===== src/rtl/tag_host_pkg.sv =====
// constants and types shared by the tag memory host controller
package tag_host_pkg;

  // ----------------------------------------------------------------
  // clock and pin widths
  // ----------------------------------------------------------------
  localparam int CLK_PS  = 8000;
  localparam int INDEX_W = 13;
  localparam int DATA_W  = 8;

  // ----------------------------------------------------------------
  // timing figures in ns, slowest grade
  // ----------------------------------------------------------------
  localparam int WR_PULSE_NS  = 25;   // write pulse and select to end of write
  localparam int DATA_SU_NS   = 15;   // data valid to end of write
  localparam int CMP_VALID_NS = 35;   // index to match valid
  localparam int RD_ACCESS_NS = 35;   // index to read data valid
  localparam int RELEASE_NS   = 12;   // select or enable release to high impedance
  localparam int CLR_PULSE_NS = 95;   // clear pulse width
  localparam int CLR_CYCLE_NS = 100;  // full clear cycle
  localparam int CLR_REC_NS   = 5;    // clear rise to inputs valid

  // ----------------------------------------------------------------
  // cycle counts, least times rounded up
  // ----------------------------------------------------------------
  localparam int WR_PULSE_CYC  = (WR_PULSE_NS * 1000 + CLK_PS - 1) / CLK_PS;
  localparam int DATA_SU_CYC   = (DATA_SU_NS * 1000 + CLK_PS - 1) / CLK_PS;
  localparam int CMP_VALID_CYC = (CMP_VALID_NS * 1000 + CLK_PS - 1) / CLK_PS;
  localparam int RD_ACCESS_CYC = (RD_ACCESS_NS * 1000 + CLK_PS - 1) / CLK_PS;
  localparam int RELEASE_CYC   = (RELEASE_NS * 1000 + CLK_PS - 1) / CLK_PS;
  localparam int CLR_PULSE_CYC = (CLR_PULSE_NS * 1000 + CLK_PS - 1) / CLK_PS;
  localparam int CLR_CYCLE_CYC = (CLR_CYCLE_NS * 1000 + CLK_PS - 1) / CLK_PS;
  localparam int CLR_REC_CYC   = (CLR_REC_NS * 1000 + CLK_PS - 1) / CLK_PS;
  localparam int CLR_TAIL_CYC  = (CLR_CYCLE_CYC - CLR_PULSE_CYC > CLR_REC_CYC) ?
                                 (CLR_CYCLE_CYC - CLR_PULSE_CYC) : CLR_REC_CYC;
  localparam int CNT_W         = 5;

  // ----------------------------------------------------------------
  // user commands
  // ----------------------------------------------------------------
  typedef enum logic [1:0] {OP_WRITE, OP_COMPARE, OP_READ, OP_CLEAR} op_type;

endpackage : tag_host_pkg


===== src/rtl/tag_host.sv =====
// host controller that drives an asynchronous cache tag memory with comparator
`timescale 1ns/1ps

module tag_host
  import tag_host_pkg::*;
#(
  parameter int IDX_W = INDEX_W,
  parameter int DAT_W = DATA_W
)
(
  input  wire logic               mclk,
  input  wire logic               rst_n,
  // user command port
  input  wire logic               cmd_valid,
  input  wire op_type             cmd_op,
  input  wire logic [IDX_W-1:0]   cmd_index,
  input  wire logic [DAT_W-1:0]   cmd_data,
  output logic                    cmd_ready,
  output logic                    done,
  output logic                    hit,
  output logic [DAT_W-1:0]        rd_data,
  // memory pins
  output logic                    chip_sel_n,
  output logic                    out_en_n,
  output logic                    wr_strobe_n,
  output logic                    flash_clear_n,
  output logic [IDX_W-1:0]        index_in,
  output logic [DAT_W-1:0]        tag_data_out,
  output logic                    tag_data_oe,
  input  wire logic [DAT_W-1:0]   tag_data_lanes,
  input  wire logic               match_in
);

  // ----------------------------------------------------------------
  // elaboration checks
  // ----------------------------------------------------------------
  if (IDX_W < 1 || IDX_W > 24 || DAT_W < 1 || DAT_W > 64)
  begin : g_bad_width
    $error("tag_host: unsupported pin width");
  end

  // ----------------------------------------------------------------
  // sequencer
  // ----------------------------------------------------------------
  typedef enum logic [3:0] {
    ST_IDLE, ST_SETUP, ST_WR_LOW, ST_WR_END, ST_CMP, ST_RD, ST_CLR_LOW, ST_CLR_TAIL, ST_GAP
  } state_type;

  state_type        state;
  state_type        next_state;
  op_type           op;
  logic [CNT_W-1:0] cnt;
  logic [CNT_W-1:0] next_cnt;

  // next state; every timed state waits cnt down to zero
  always_comb
  begin
    next_state = state;
    next_cnt   = (cnt != '0) ? cnt - 1'b1 : cnt;
    case (state)
      ST_IDLE:
      begin
        // ready gates the take, so the edge right after reset refuses a request
        if (cmd_valid && cmd_ready && cmd_op == OP_CLEAR)
        begin
          next_state = ST_CLR_LOW;
          next_cnt   = CNT_W'(CLR_PULSE_CYC - 1);
        end
        else if (cmd_valid && cmd_ready)
          next_state = ST_SETUP;
      end
      ST_SETUP:
      begin
        // index settled one cycle with select high before any strobe
        case (op)
          OP_WRITE:
          begin
            next_state = ST_WR_LOW;
            next_cnt   = CNT_W'(WR_PULSE_CYC - 1);
          end
          OP_COMPARE:
          begin
            next_state = ST_CMP;
            next_cnt   = CNT_W'(CMP_VALID_CYC - 1);
          end
          default:
          begin
            next_state = ST_RD;
            next_cnt   = CNT_W'(RD_ACCESS_CYC - 1);
          end
        endcase
      end
      ST_WR_LOW:
        if (cnt == '0)
          next_state = ST_WR_END;
      ST_WR_END:
      begin
        next_state = ST_GAP;
        next_cnt   = CNT_W'(RELEASE_CYC - 1);
      end
      ST_CMP, ST_RD:
        if (cnt == '0)
        begin
          next_state = ST_GAP;
          next_cnt   = CNT_W'(RELEASE_CYC - 1);
        end
      ST_CLR_LOW:
        if (cnt == '0)
        begin
          next_state = ST_CLR_TAIL;
          next_cnt   = CNT_W'(CLR_TAIL_CYC - 1);
        end
      ST_CLR_TAIL:
        if (cnt == '0)
          next_state = ST_IDLE;
      ST_GAP:
        if (cnt == '0)
          next_state = ST_IDLE;
      default:
        next_state = ST_IDLE;
    endcase
  end

  // state, counter and captured command
  always_ff @(posedge mclk)
  begin
    if (!rst_n)
    begin
      state <= ST_IDLE;
      cnt   <= '0;
      op    <= OP_WRITE;
    end
    else
    begin
      state <= next_state;
      cnt   <= next_cnt;
      if (state == ST_IDLE && cmd_valid && cmd_ready)
        op <= cmd_op;
    end
  end

  // ----------------------------------------------------------------
  // pin drivers, registered from next_state
  // ----------------------------------------------------------------
  // select and strobe fall together and rise together, so the write
  // window is the same whichever edge the device treats as limiting
  always_ff @(posedge mclk)
  begin
    if (!rst_n)
    begin
      chip_sel_n    <= 1'b1;
      wr_strobe_n   <= 1'b1;
      out_en_n      <= 1'b1;
      flash_clear_n <= 1'b1;
    end
    else
    begin
      chip_sel_n    <= !(next_state == ST_WR_LOW || next_state == ST_CMP
                         || next_state == ST_RD);
      wr_strobe_n   <= !(next_state == ST_WR_LOW);
      out_en_n      <= !(next_state == ST_RD);
      flash_clear_n <= !(next_state == ST_CLR_LOW);
    end
  end

  // index only moves while idle, when select and strobe are high
  always_ff @(posedge mclk)
  begin
    if (!rst_n)
      index_in <= '0;
    else if (state == ST_IDLE && cmd_valid && cmd_ready)
      index_in <= cmd_index;
  end

  // lanes are driven for writes and compares only, held through write end
  always_ff @(posedge mclk)
  begin
    if (!rst_n)
    begin
      tag_data_out <= '0;
      tag_data_oe  <= 1'b0;
    end
    else
    begin
      if (state == ST_IDLE && cmd_valid && cmd_ready)
        tag_data_out <= cmd_data;
      tag_data_oe <= (next_state == ST_WR_LOW || next_state == ST_WR_END
                      || next_state == ST_CMP);
    end
  end

  // ----------------------------------------------------------------
  // user side results
  // ----------------------------------------------------------------
  // match is open drain with a pull-up: high means hit
  always_ff @(posedge mclk)
  begin
    if (!rst_n)
    begin
      hit       <= 1'b0;
      rd_data   <= '0;
      done      <= 1'b0;
      cmd_ready <= 1'b0;
    end
    else
    begin
      if (state == ST_CMP && cnt == '0)
        hit <= match_in;
      if (state == ST_RD && cnt == '0)
        rd_data <= tag_data_lanes;
      done      <= (next_state == ST_IDLE && state != ST_IDLE);
      cmd_ready <= (next_state == ST_IDLE);
    end
  end

  // ----------------------------------------------------------------
  // assertions
  // ----------------------------------------------------------------
  AST_IDX_STABLE: assert property (@(posedge mclk) disable iff (!rst_n)
    (!chip_sel_n && !wr_strobe_n) |-> $stable(index_in))
    else $error("index moved during write window");

  AST_NO_CONTENTION: assert property (@(posedge mclk) disable iff (!rst_n)
    tag_data_oe |-> out_en_n && $past(out_en_n))
    else $error("lanes driven while device may drive them");

  AST_WR_PULSE: assert property (@(posedge mclk) disable iff (!rst_n)
    $fell(wr_strobe_n) |-> (!wr_strobe_n && !chip_sel_n) [*4] ##1 (wr_strobe_n && chip_sel_n))
    else $error("write pulse length wrong");

  AST_WR_DATA: assert property (@(posedge mclk) disable iff (!rst_n)
    ($rose(wr_strobe_n) && $past(rst_n)) |-> tag_data_oe && $past(tag_data_oe) && $past(tag_data_oe, 2))
    else $error("write data not held across end of write");

  AST_CLR_PULSE: assert property (@(posedge mclk) disable iff (!rst_n)
    $fell(flash_clear_n) |-> !flash_clear_n [*8] ##1 !flash_clear_n [*4] ##1 flash_clear_n)
    else $error("clear pulse length wrong");

  AST_CLR_QUIET: assert property (@(posedge mclk) disable iff (!rst_n)
    $rose(flash_clear_n) |-> chip_sel_n && !cmd_ready ##1 chip_sel_n)
    else $error("operation started inside clear cycle");

  AST_CMP_WAIT: assert property (@(posedge mclk) disable iff (!rst_n)
    ($fell(chip_sel_n) && out_en_n && wr_strobe_n) |-> tag_data_oe [*5] ##1 chip_sel_n)
    else $error("compare window wrong length");

  AST_DONE_PULSE: assert property (@(posedge mclk) disable iff (!rst_n)
    done |-> cmd_ready && chip_sel_n && flash_clear_n ##1 !done)
    else $error("done not a single idle pulse");

  AST_RD_RELEASE: assert property (@(posedge mclk) disable iff (!rst_n)
    $rose(out_en_n) |-> !tag_data_oe [*2])
    else $error("lanes driven too soon after read");

endmodule : tag_host


===== config.mk =====
export PLATFORM = sky130hd
export DESIGN_NAME = tag_host
export DESIGN_NICKNAME = d
export VERILOG_FILES = /design/src/rtl/tag_host_pkg.sv /design/src/rtl/tag_host.sv
export SDC_FILE = /design/constraint.sdc
export NUM_CORES = 1
export LEC_CHECK = 0
export ABC_AREA = 1
export BUFFER_PORTS_ARGS = -buffer_cell sky130_fd_sc_hd__buf_2
export CAP_MARGIN = 10
export CORE_UTILIZATION = 43
export DETAILED_ROUTE_END_ITERATION = 6
export HOLD_SLACK_MARGIN = 0.1
export PLACE_DENSITY = 0.75
export SYNTH_ARGS = -nofsm -noshare
export SYNTH_HDL_FRONTEND = slang
export SYNTH_SLANG_ARGS = --single-unit

===== constraint.sdc =====
create_clock -name mclk -period 1.6 [get_ports mclk]
set_input_delay 0.16 -clock mclk [delete_from_list [all_inputs] [get_ports mclk]]
set_output_delay 0.16 -clock mclk [all_outputs]
set_load 0.1 [all_outputs]

Word level (Yosys, flattened, before mapping)
Cells that the tools add are included.
{"block": "word_totals", "register_bits": 48, "input_bits": 35, "word_cells": 67}
{"block": "classes", "n_addsub": 1, "eq_ne": 15, "mux": 14, "reduce_logical": 23}
{"cell": "== test 4 x 3 -> 1 bit (second input constant)", "count": 7}
{"cell": "one-hot mux 4 bit (7 select lines)", "count": 1}
{"cell": "one-hot mux 5 bit (5 select lines)", "count": 1}
{"cell": "2-to-1 mux 4 bit", "count": 6}
{"cell": "2-to-1 mux 5 bit", "count": 4}
{"cell": "== test 4 x 2 -> 1 bit (second input constant)", "count": 4}
{"cell": "logical NOT 4 bit", "count": 2}
{"cell": "logical AND 1 bit", "count": 7}
{"cell": "one-hot mux 3 bit (2 select lines)", "count": 1}
{"cell": "logical NOT 5 bit", "count": 1}
{"cell": "nonzero test 5 bit", "count": 1}
{"cell": "subtractor 5 x 1 -> 5 bit (second input constant)", "count": 1}
{"cell": "== test 4 x 1 -> 1 bit (second input constant)", "count": 1}
{"cell": "== test 4 bit (second input constant)", "count": 1}
{"cell": "logical NOT 1 bit", "count": 4}
{"cell": "logical OR 1 bit", "count": 4}
{"cell": "nonzero test 4 bit", "count": 1}
{"cell": "OR reduction 2 bit", "count": 2}
{"cell": "2-to-1 mux 3 bit", "count": 1}
{"cell": "== test 2 x 1 -> 1 bit (second input constant)", "count": 1}
{"cell": "== test 2 bit (second input constant)", "count": 1}
{"cell": "logical NOT 2 bit", "count": 1}

Longest topological paths before layout
Gate-level depths: netlist of run 1.
{"block": "logic_depth", "ltp_word": 8, "depth_mapped": 11, "ltp_nobuf": 11}

Worst setup path before layout of run 1
No wires, ideal clock.
{"block": "synth_path", "path_type": "reg-to-reg", "from": "reg cmd_ready", "to": "reg chip_sel_n", "setup_time_ns": 0.109, "arrival_time_ns": 1.894, "t_required_ns": 1.491, "path_slack_ns": -0.403, "path_stages_with_launch": 10, "path_buffers": 0, "period_less_slack_ns": 2.003, "path_cell_list": "dfxtp_1 -> nand2_1 -> nor2_1 -> inv_1 -> o211ai_1 -> nand2_1 -> nor2_4 -> nand3_2 -> nand2_1 -> inv_1"}
{"block": "synth_between", "elab_chain_len": 8, "word_cells_on_any_way": 11}
{"item": "from (decl)", "line": "tag_host.sv:18", "source": "output logic cmd_ready,"}
{"item": "from (signal assigned)", "line": "tag_host.sv:212", "source": "cmd_ready <= (next_state == ST_IDLE);"}
{"item": "logical AND 1 bit *", "line": "tag_host.sv:64, tag_host.sv:69"}
{"item": "2-to-1 mux 4 bit or logical AND 1 bit (tied branches)", "line": "tag_host.sv:69, tag_host.sv:64"}
{"item": "2-to-1 mux 4 bit *", "line": "tag_host.sv:64", "source": "if (cmd_valid && cmd_ready && cmd_op == OP_CLEAR)"}
{"item": "one-hot mux 4 bit (7 select lines) *", "line": "tag_host.sv:60", "source": "case (state)"}
{"item": "== test 4 x 2 -> 1 bit or == test 4 x 3 -> 1 bit (tied branches)", "line": "tag_host.sv:158", "source": "chip_sel_n <= !(next_state == ST_WR_LOW || next_state == ST_CMP"}
{"item": "logical OR 1 bit", "line": "tag_host.sv:158"}
{"item": "logical OR 1 bit *", "line": "tag_host.sv:159", "source": "|| next_state == ST_RD);"}
{"item": "logical NOT 1 bit *", "line": "tag_host.sv:158"}
{"item": "to (signal assigned)", "line": "tag_host.sv:158"}
{"item": "to (decl)", "line": "tag_host.sv:23", "source": "output logic chip_sel_n,"}
Every way passes the cells marked *; elsewhere a longest branch is shown, timed or not.
A chain may end at the register's enable or synchronous reset.

Worst setup path in the final report of run 1
{"block": "layout_path", "from": "reg cnt[0]", "to": "reg chip_sel_n"}
{"block": "layout_between", "elab_chain_len": 7, "word_cells_on_any_way": 12}
{"item": "from (decl)", "line": "tag_host.sv:52", "source": "logic [CNT_W-1:0] cnt;"}
{"item": "from (signal assigned)", "line": "tag_host.sv:136", "source": "cnt <= next_cnt;"}
{"item": "logical NOT 5 bit *"}
{"item": "2-to-1 mux 4 bit, on equally long branches"}
{"item": "one-hot mux 4 bit (7 select lines) *", "line": "tag_host.sv:60"}
{"item": "== test 4 x 2 -> 1 bit or == test 4 x 3 -> 1 bit (tied branches)", "line": "tag_host.sv:158"}
{"item": "logical OR 1 bit", "line": "tag_host.sv:158"}
{"item": "logical OR 1 bit *", "line": "tag_host.sv:159"}
{"item": "logical NOT 1 bit *", "line": "tag_host.sv:158"}
Marks and branches as above.

==> impl_metrics.py, run 1 <==
metrics = {
    "synth": {
        "postSynthAreaPerCell_sq_um": 7.58,
        "async_reset_ff_share_pct": 0,
        "yosysWarnings": 0,
        "synth_ff_type": "dfxtp_1",
        "syn-instance-count": 276,
        "yosysSeqAreaShare_pct": 45.9,
        "syn_area_sq_mm": 0.00209,
        "synth_edf_count": 0,
        "ys_types": 27,
        "ys_ff_latch": 48,
        "syn_nets": 314,
    },
    "drt": {
        "via_count": 2030,
        "drt_iter0_drc": 117,
        "routedWlPerCell_um": 12.4,
        "totalWireLength_um": 5090,
        "drcViolationCount": 4,
        "firstDrtPassIters": 6,
        "detail-route-antenna-nets": 0,
        "via_per_inst": 4.95,
    },
    "floorplanning": {
        "die_h_um": 71.8,
        "die_w_um": 71.8,
        "initial_core_util_pct": 44.6,
        "fp-row-count": 25,
        "coreArea_sq_mm": 0.00469,
        "io_pins": 72,
        "die_area_sq_mm": 0.00515,
    },
    "sta": {
        "fmax_ghz": 0.673,
        "slew_headroom_pct": 67.2,
        "clock_skew_ps": 9.70,
        "hold_viol_final": 0,
        "finalMaxSlewViolations": 0,
        "period_share_pct": 92.8,
        "setup_viol": 0,
        "tightest_slew_ps": 496,
        "min_period_ps": 1490,
        "rsz0062_at_grt": "false",
        "setup_ws_ps": 115,
    },
    "place": {
        "io_buffers": 71,
        "place_area_sq_mm": 0.00256,
        "post-place-ws_ps": -29.2,
        "place.gp.congestion": 0.885,
        "dpl.hpwl_um": 3710,
    },
    "layout": {
        "final_cell_area_sq_mm": 0.00272,
        "num_antenna_cells": 0,
        "final_nets": 394,
        "syn_to_final_growth_pct": 29.9,
        "fillCellCount": 438,
        "multiInputGateArea_sq_mm": 0.00104,
        "register_area_sq_um": 970,
        "layout-drive-gt1-share_pct": 35.7,
    },
    "global_route": {
        "antenna_found_initial": 0,
        "top_usage_layer": "met2",
        "grt_max_degree": 25,
        "use_met1_pct": 28.4,
        "use_met3_pct": 3.38,
        "grt_pass1_vias": 1793,
        "grt_usage_pct": 20.0,
        "grtUsageMet2_pct": 29.5,
        "grt_pass1_wl_um": 8050,
        "grt_overflow": 0,
    },
    "cts": {
        "path_clk_slew_ps": 90,
        "cts_buffers": 5,
        "clock_sinks": 48,
        "h-tree-depth": 2,
        "clk_path_buf_depth": 2,
        "cts_root_buf": "clkbuf_8",
        "cts_tree": "done",
        "insertion_delay_ps": 290,
    },
    "job": {
        "cap_violations": 0,
    },
    "power_and_ir_drop": {
        "power_frac_comb_pct": 56.6,
        "powerDensity_mw_per_mm2": 2040,
        "clockPowerShare_pct": 15.1,
        "internal_power_uw": 2760,
        "p_leak_uw": 0.00125,
        "switchingPower_uw": 2800,
        "sequentialPowerShare_pct": 28.4,
        "sw_frac_of_total_pct": 50.4,
        "irDropWorstVdd_uv": 1140,
    },
    "worst_setup_path": {
        "crit_top_cell": "nand2_1",
        "startpoint_type": "register",
        "path_cells": "inv_2 -> ha_4 -> nand3_4 -> nand2_1 -> nand2_1 -> nand3_1 -> nor2_4 -> nand3_2 -> nand2_1 -> inv_1",
        "path_buf_inv": 2,
        "cp.required_ps": 1790,
        "crit_path_max_fanout": 5,
        "slowest_delay_ps": 380,
        "crit_path_end_kind": "register",
        "cp_top_family": "simple AND/OR/NAND/NOR gates",
        "r2r_slack_ps": 110,
        "slowest_stage": "dfxtp_1",
        "worstPathArrival_ps": 1680,
        "path_class": "reg -> reg",
    },
    "status": {
        "outcome": "finished with violations",
        "violations": "DRC",
    },
    "hold_path": {
        "hold_path.class": "in -> reg",
    },
}
## cell usage after synthesis (2+ instances only)
cell / number / area [sq um]
o21ai_1: 2 / 10.0
clkbuf_1: 4 / 15.0
a31oi_1: 2 / 12.5
nand3_2: 4 / 40.0
nor3_1: 2 / 10.0
buf_1: 2 / 7.51
dfxtp_1: 48 / 961
nor2_2: 8 / 50.1
a21oi_1: 29 / 145
ha_1: 3 / 37.5
buf_2: 4 / 20.0
nand2_1: 50 / 188
nand2_4: 4 / 45.0
inv_1: 17 / 63.8
inv_2: 6 / 22.5
nor2_1: 31 / 116
nand2_2: 2 / 12.5
nor2_4: 3 / 33.8
o21ai_0: 16 / 80.1
nand3_1: 32 / 160
## placed cells by master, fill, tap and decap left out, types with 4 or more instances in the layout
cell       n
o21ai_0   16
dfxtp_2    4
nor2_4     4
buf_2     71
nand3_2    4
buf_4     10
inv_2      7
nand3_1   32
clkbuf_8   5
nor2_1    29
nor2_2     9
inv_1     16
dfxtp_1   43
nand2_4    4
a21oi_1   29
nand2_1   50
## flip-flops by register name (all words and copies together) (netlist names)
name,flops
tag_data_oe,1
flash_clear_n,1
done,1
chip_sel_n,1
tag_data_out,8
index_in,13
hit,1
op,2
cnt,5
wr_strobe_n,1
cmd_ready,1
rd_data,8
state,4
out_en_n,1
## what timing repair did
action	in CTS	in global routing
gates resized for setup	3	8
cloned	1	0
setup endpoints to repair	8	11
setup buffers	0	1
hold buffers	0	0
pin swaps	1	1
## worst paths after layout
check                                                end  depth (start not counted)                     start
worst min-delay path             rd_data[1]$_SDFFE_PN0P_                          3         tag_data_lanes[1]
worst min register to register  index_in[8]$_SDFFE_PN0P_                          2  index_in[8]$_SDFFE_PN0P_
worst max register to register     chip_sel_n$_SDFF_PN1_                         10         cnt[0]$_SDFF_PN0_
worst max-delay path               chip_sel_n$_SDFF_PN1_                         10         cnt[0]$_SDFF_PN0_
## worst reg2reg max path: cells and delay by family, from the launching register on
kind                     cells  cell delay [ps]
flip-flops                   1              380
adder cells (fa/ha/maj)      1              180
buffers and inverters        2              100
AND/OR/NAND/NOR              7              720
## kinds of logic after synthesis
kind of cell | Yosys count | synth area share [%]
fa+ha+maj | 3 | 1.79
flops | 48 | 45.9
simple gates | 140 | 33.2
buf+inv | 33 | 6.16
xor+xnor | 1 | 0.418
compound gates | 51 | 12.6
## per-stage QoR
step	power (uW)	hold slack, ps	instances	utilization (%)	TNS, ps
floorplan	3930	293	276	-	0
finish	5560	126	410	58.0	0
global route	5900	124	410	58.0	0
CTS	5480	117	409	57.3	0
detailed placement	4580	421	401	54.7	-38.9
global placement	4530	417	401	54.7	0
## power by group through the flow
stage | clock network, uW | logic [uW] | registers [uW]
floorplan | 0 | 1390 | 2540
global placement | 0 | 2950 | 1580
CTS | 860 | 3050 | 1560
finish | 837 | 3150 | 1580
global route | 907 | 3390 | 1610
detailed placement | 0 | 2990 | 1590
## routing by layer
layer,vias to the layer above,wire [um]
met3,5,218
met1,904,2520
met5,-,0
met4,0,51
met2,59,2290
li1,1062,-
## cell type report
| cell class | count | area share, % |
|---|---|---|
| multi-input combinational | 196 | 38.4 |
| clock inverter | 1 | 1.10 |
| clock buffer | 6 | 2.67 |
| sequential | 48 | 35.6 |
| timing repair buffer | 82 | 16.6 |
| tap | 54 | 2.48 |
| inverter | 23 | 3.17 |
Note: power is estimated with default switching activity, not from simulation.
==> run 2: changes to the inputs <==
- CORE_ASPECT_RATIO: default -> 0.7
- CORE_UTILIZATION: 43 -> 49
- PLACE_DENSITY: 0.75 -> 0.83
- SETUP_SLACK_MARGIN: default -> 0.02
==> run 2 against run 1 <==
Against the previous run: the run now ends clean; sequential power is essentially flat; global-route usage grew 5.9 points; core utilization grew 10 points.
==> impl_metrics.py, run 2 (synthesis gave the netlist of run 1 again) <==
metrics = {
    "status": {
        "outcome": "completed",
    },
    "floorplanning": {
        "die_area_sq_mm": 0.00454,
        "coreArea_sq_mm": 0.00402,
        "die_w_um": 80.1,
        "fp-row-count": 19,
        "io_pins": 72,
        "die_h_um": 56.7,
        "initial_core_util_pct": 52.1,
    },
    "hold_path": {
        "hold_path.class": "in -> reg",
        "hold_depth": 3,
    },
    "worst_setup_path": {
        "worstPathArrival_ps": 1710,
        "reg2reg_depth": 6,
        "cp.required_ps": 1810,
        "path_class": "reg -> reg",
        "crit_path_max_fanout": 5,
        "crit_path_end_kind": "register",
        "startpoint_type": "register",
    },
    "power_and_ir_drop": {
        "powerDensity_mw_per_mm2": 2030,
        "irDropWorstVdd_uv": 1220,
        "p_leak_uw": 0.00125,
    },
    "layout": {
        "layout-drive-gt1-share_pct": 38.2,
        "layout_commonest_cell": "buf_2",
        "num_antenna_cells": 0,
        "final_nets": 396,
        "syn_to_final_growth_pct": 31.1,
        "largest_reg_flops": 13,
        "stdcell_count": 411,
        "top_register": "index_in",
        "biggestRegsByFlops": "index_in x13, rd_data x8, tag_data_out x8",
        "layout_common_cells": "buf_2 (71), nand2_1 (48), dfxtp_1 (41)",
    },
    "sta": {
        "period_share_pct": 93.8,
        "slew_headroom_pct": 67.0,
        "hold_viol_final": 0,
        "min_period_ps": 1500,
        "tightest_slew_ps": 499,
        "clock_skew_ps": 8.81,
        "setup_viol": 0,
        "fmax_ghz": 0.666,
        "tns_ps": 0,
        "finalMaxSlewViolations": 0,
        "rsz0062_at_grt": "false",
    },
    "cts": {
        "clock_sinks": 48,
        "cts_tree": "done",
        "clk_path_buf_depth": 2,
        "path_clk_slew_ps": 90,
        "cts_buffers": 5,
        "cts_root_buf": "clkbuf_8",
        "ctsHoldBuffers": 0,
        "insertion_delay_ps": 310,
        "h-tree-depth": 2,
    },
    "job": {
        "cap_violations": 0,
    },
    "global_route": {
        "grt_usage_pct": 25.9,
        "grt_max_degree": 18,
        "antenna_found_initial": 0,
        "grt_pass1_wl_um": 9080,
        "grt_pass1_vias": 2037,
        "grt_overflow": 0,
    },
    "drt": {
        "drt_iter0_drc": 169,
        "via_count": 2154,
        "routedWlPerCell_um": 13.1,
        "totalWireLength_um": 5400,
        "detail-route-antenna-nets": 0,
        "via_per_inst": 5.24,
        "firstDrtPassIters": 5,
        "drcViolationCount": 0,
    },
    "place": {
        "place.gp.congestion": 0.928,
        "dpl.hpwl_um": 3830,
        "io_buffers": 71,
        "dp_cells": 397,
    },
}
[run 2: power breakdown]
| group | switching [uW] | leakage, uW | total [uW] | internal (uW) |
|---|---|---|---|---|
| clock | 408 | 0.0000488 | 761 | 353 |
| combinational | 2340 | 0.000804 | 3210 | 868 |
| sequential | 159 | 0.000394 | 1600 | 1440 |
| total | 2910 | 0.00125 | 5570 | 2660 |
[run 2: cell type report]
cell class,count,area [sq um]
fillers,328,1270
multi-input cells,196,1060
flip-flops and latches,48,977
repair buffers,84,453
inverters,23,92.6
clock buffers,7,86.3
well taps,52,65.1
clock inverters,1,6.26
[run 2: repair_timing]
action / 4_1_cts / 5_1_grt
buffers inserted: 3 / 2
endpoints found under the setup margin: 12 / 18
pin swaps: 2 / 5
gates cloned: 1 / 0
gates resized for setup: 4 / 21
[run 2: final timing paths]
check | end | start | slack (ps)
hold / removal | rd_data[5]$_SDFFE_PN0P_ | tag_data_lanes[5] | 80
setup reg to reg | cnt[2]$_SDFF_PN0_ | state[3]$_SDFF_PN0_ | 100
hold reg to reg | cnt[4]$_SDFF_PN0_ | cnt[4]$_SDFF_PN0_ | 460
setup / recovery | cnt[2]$_SDFF_PN0_ | state[3]$_SDFF_PN0_ | 100
[run 2: metrics by stage]
| step | hold slack [ps] | power (uW) | util, % | cell area (sq um) | setup slack (ps) |
|---|---|---|---|---|---|
| after global routing | 124 | 5900 | 68.3 | 2740 | 12.4 |
| final | 83.5 | 5570 | 68.3 | 2740 | 99.5 |
| after floorplan | 293 | 3930 | - | 2100 | 77.5 |
| after global placement | 410 | 4440 | 63.1 | 2530 | 31.9 |
| after detailed placement | 419 | 4510 | 63.1 | 2530 | -39.5 |
| after CTS | 107 | 5410 | 66.5 | 2670 | 46.3 |
[run 2: critical path, cell delays in order (launching register included)]
cell and delay (ps):
dfxtp_4 370, nor2_2 240, o21ai_0 210, a21oi_1 310, inv_1 80, a31oi_1 140
nor2_1 50
[run 2: metal layers]
layer | global-route usage, % | routed length [um] | vias to the layer above
li1 | - | - | 1071
met1 | 34.8 | 2430 | 982
met4 | 6.63 | 47 | 0
met5 | 0 | 0 | -
met2 | 39.9 | 2440 | 94
met3 | 8.62 | 487 | 7
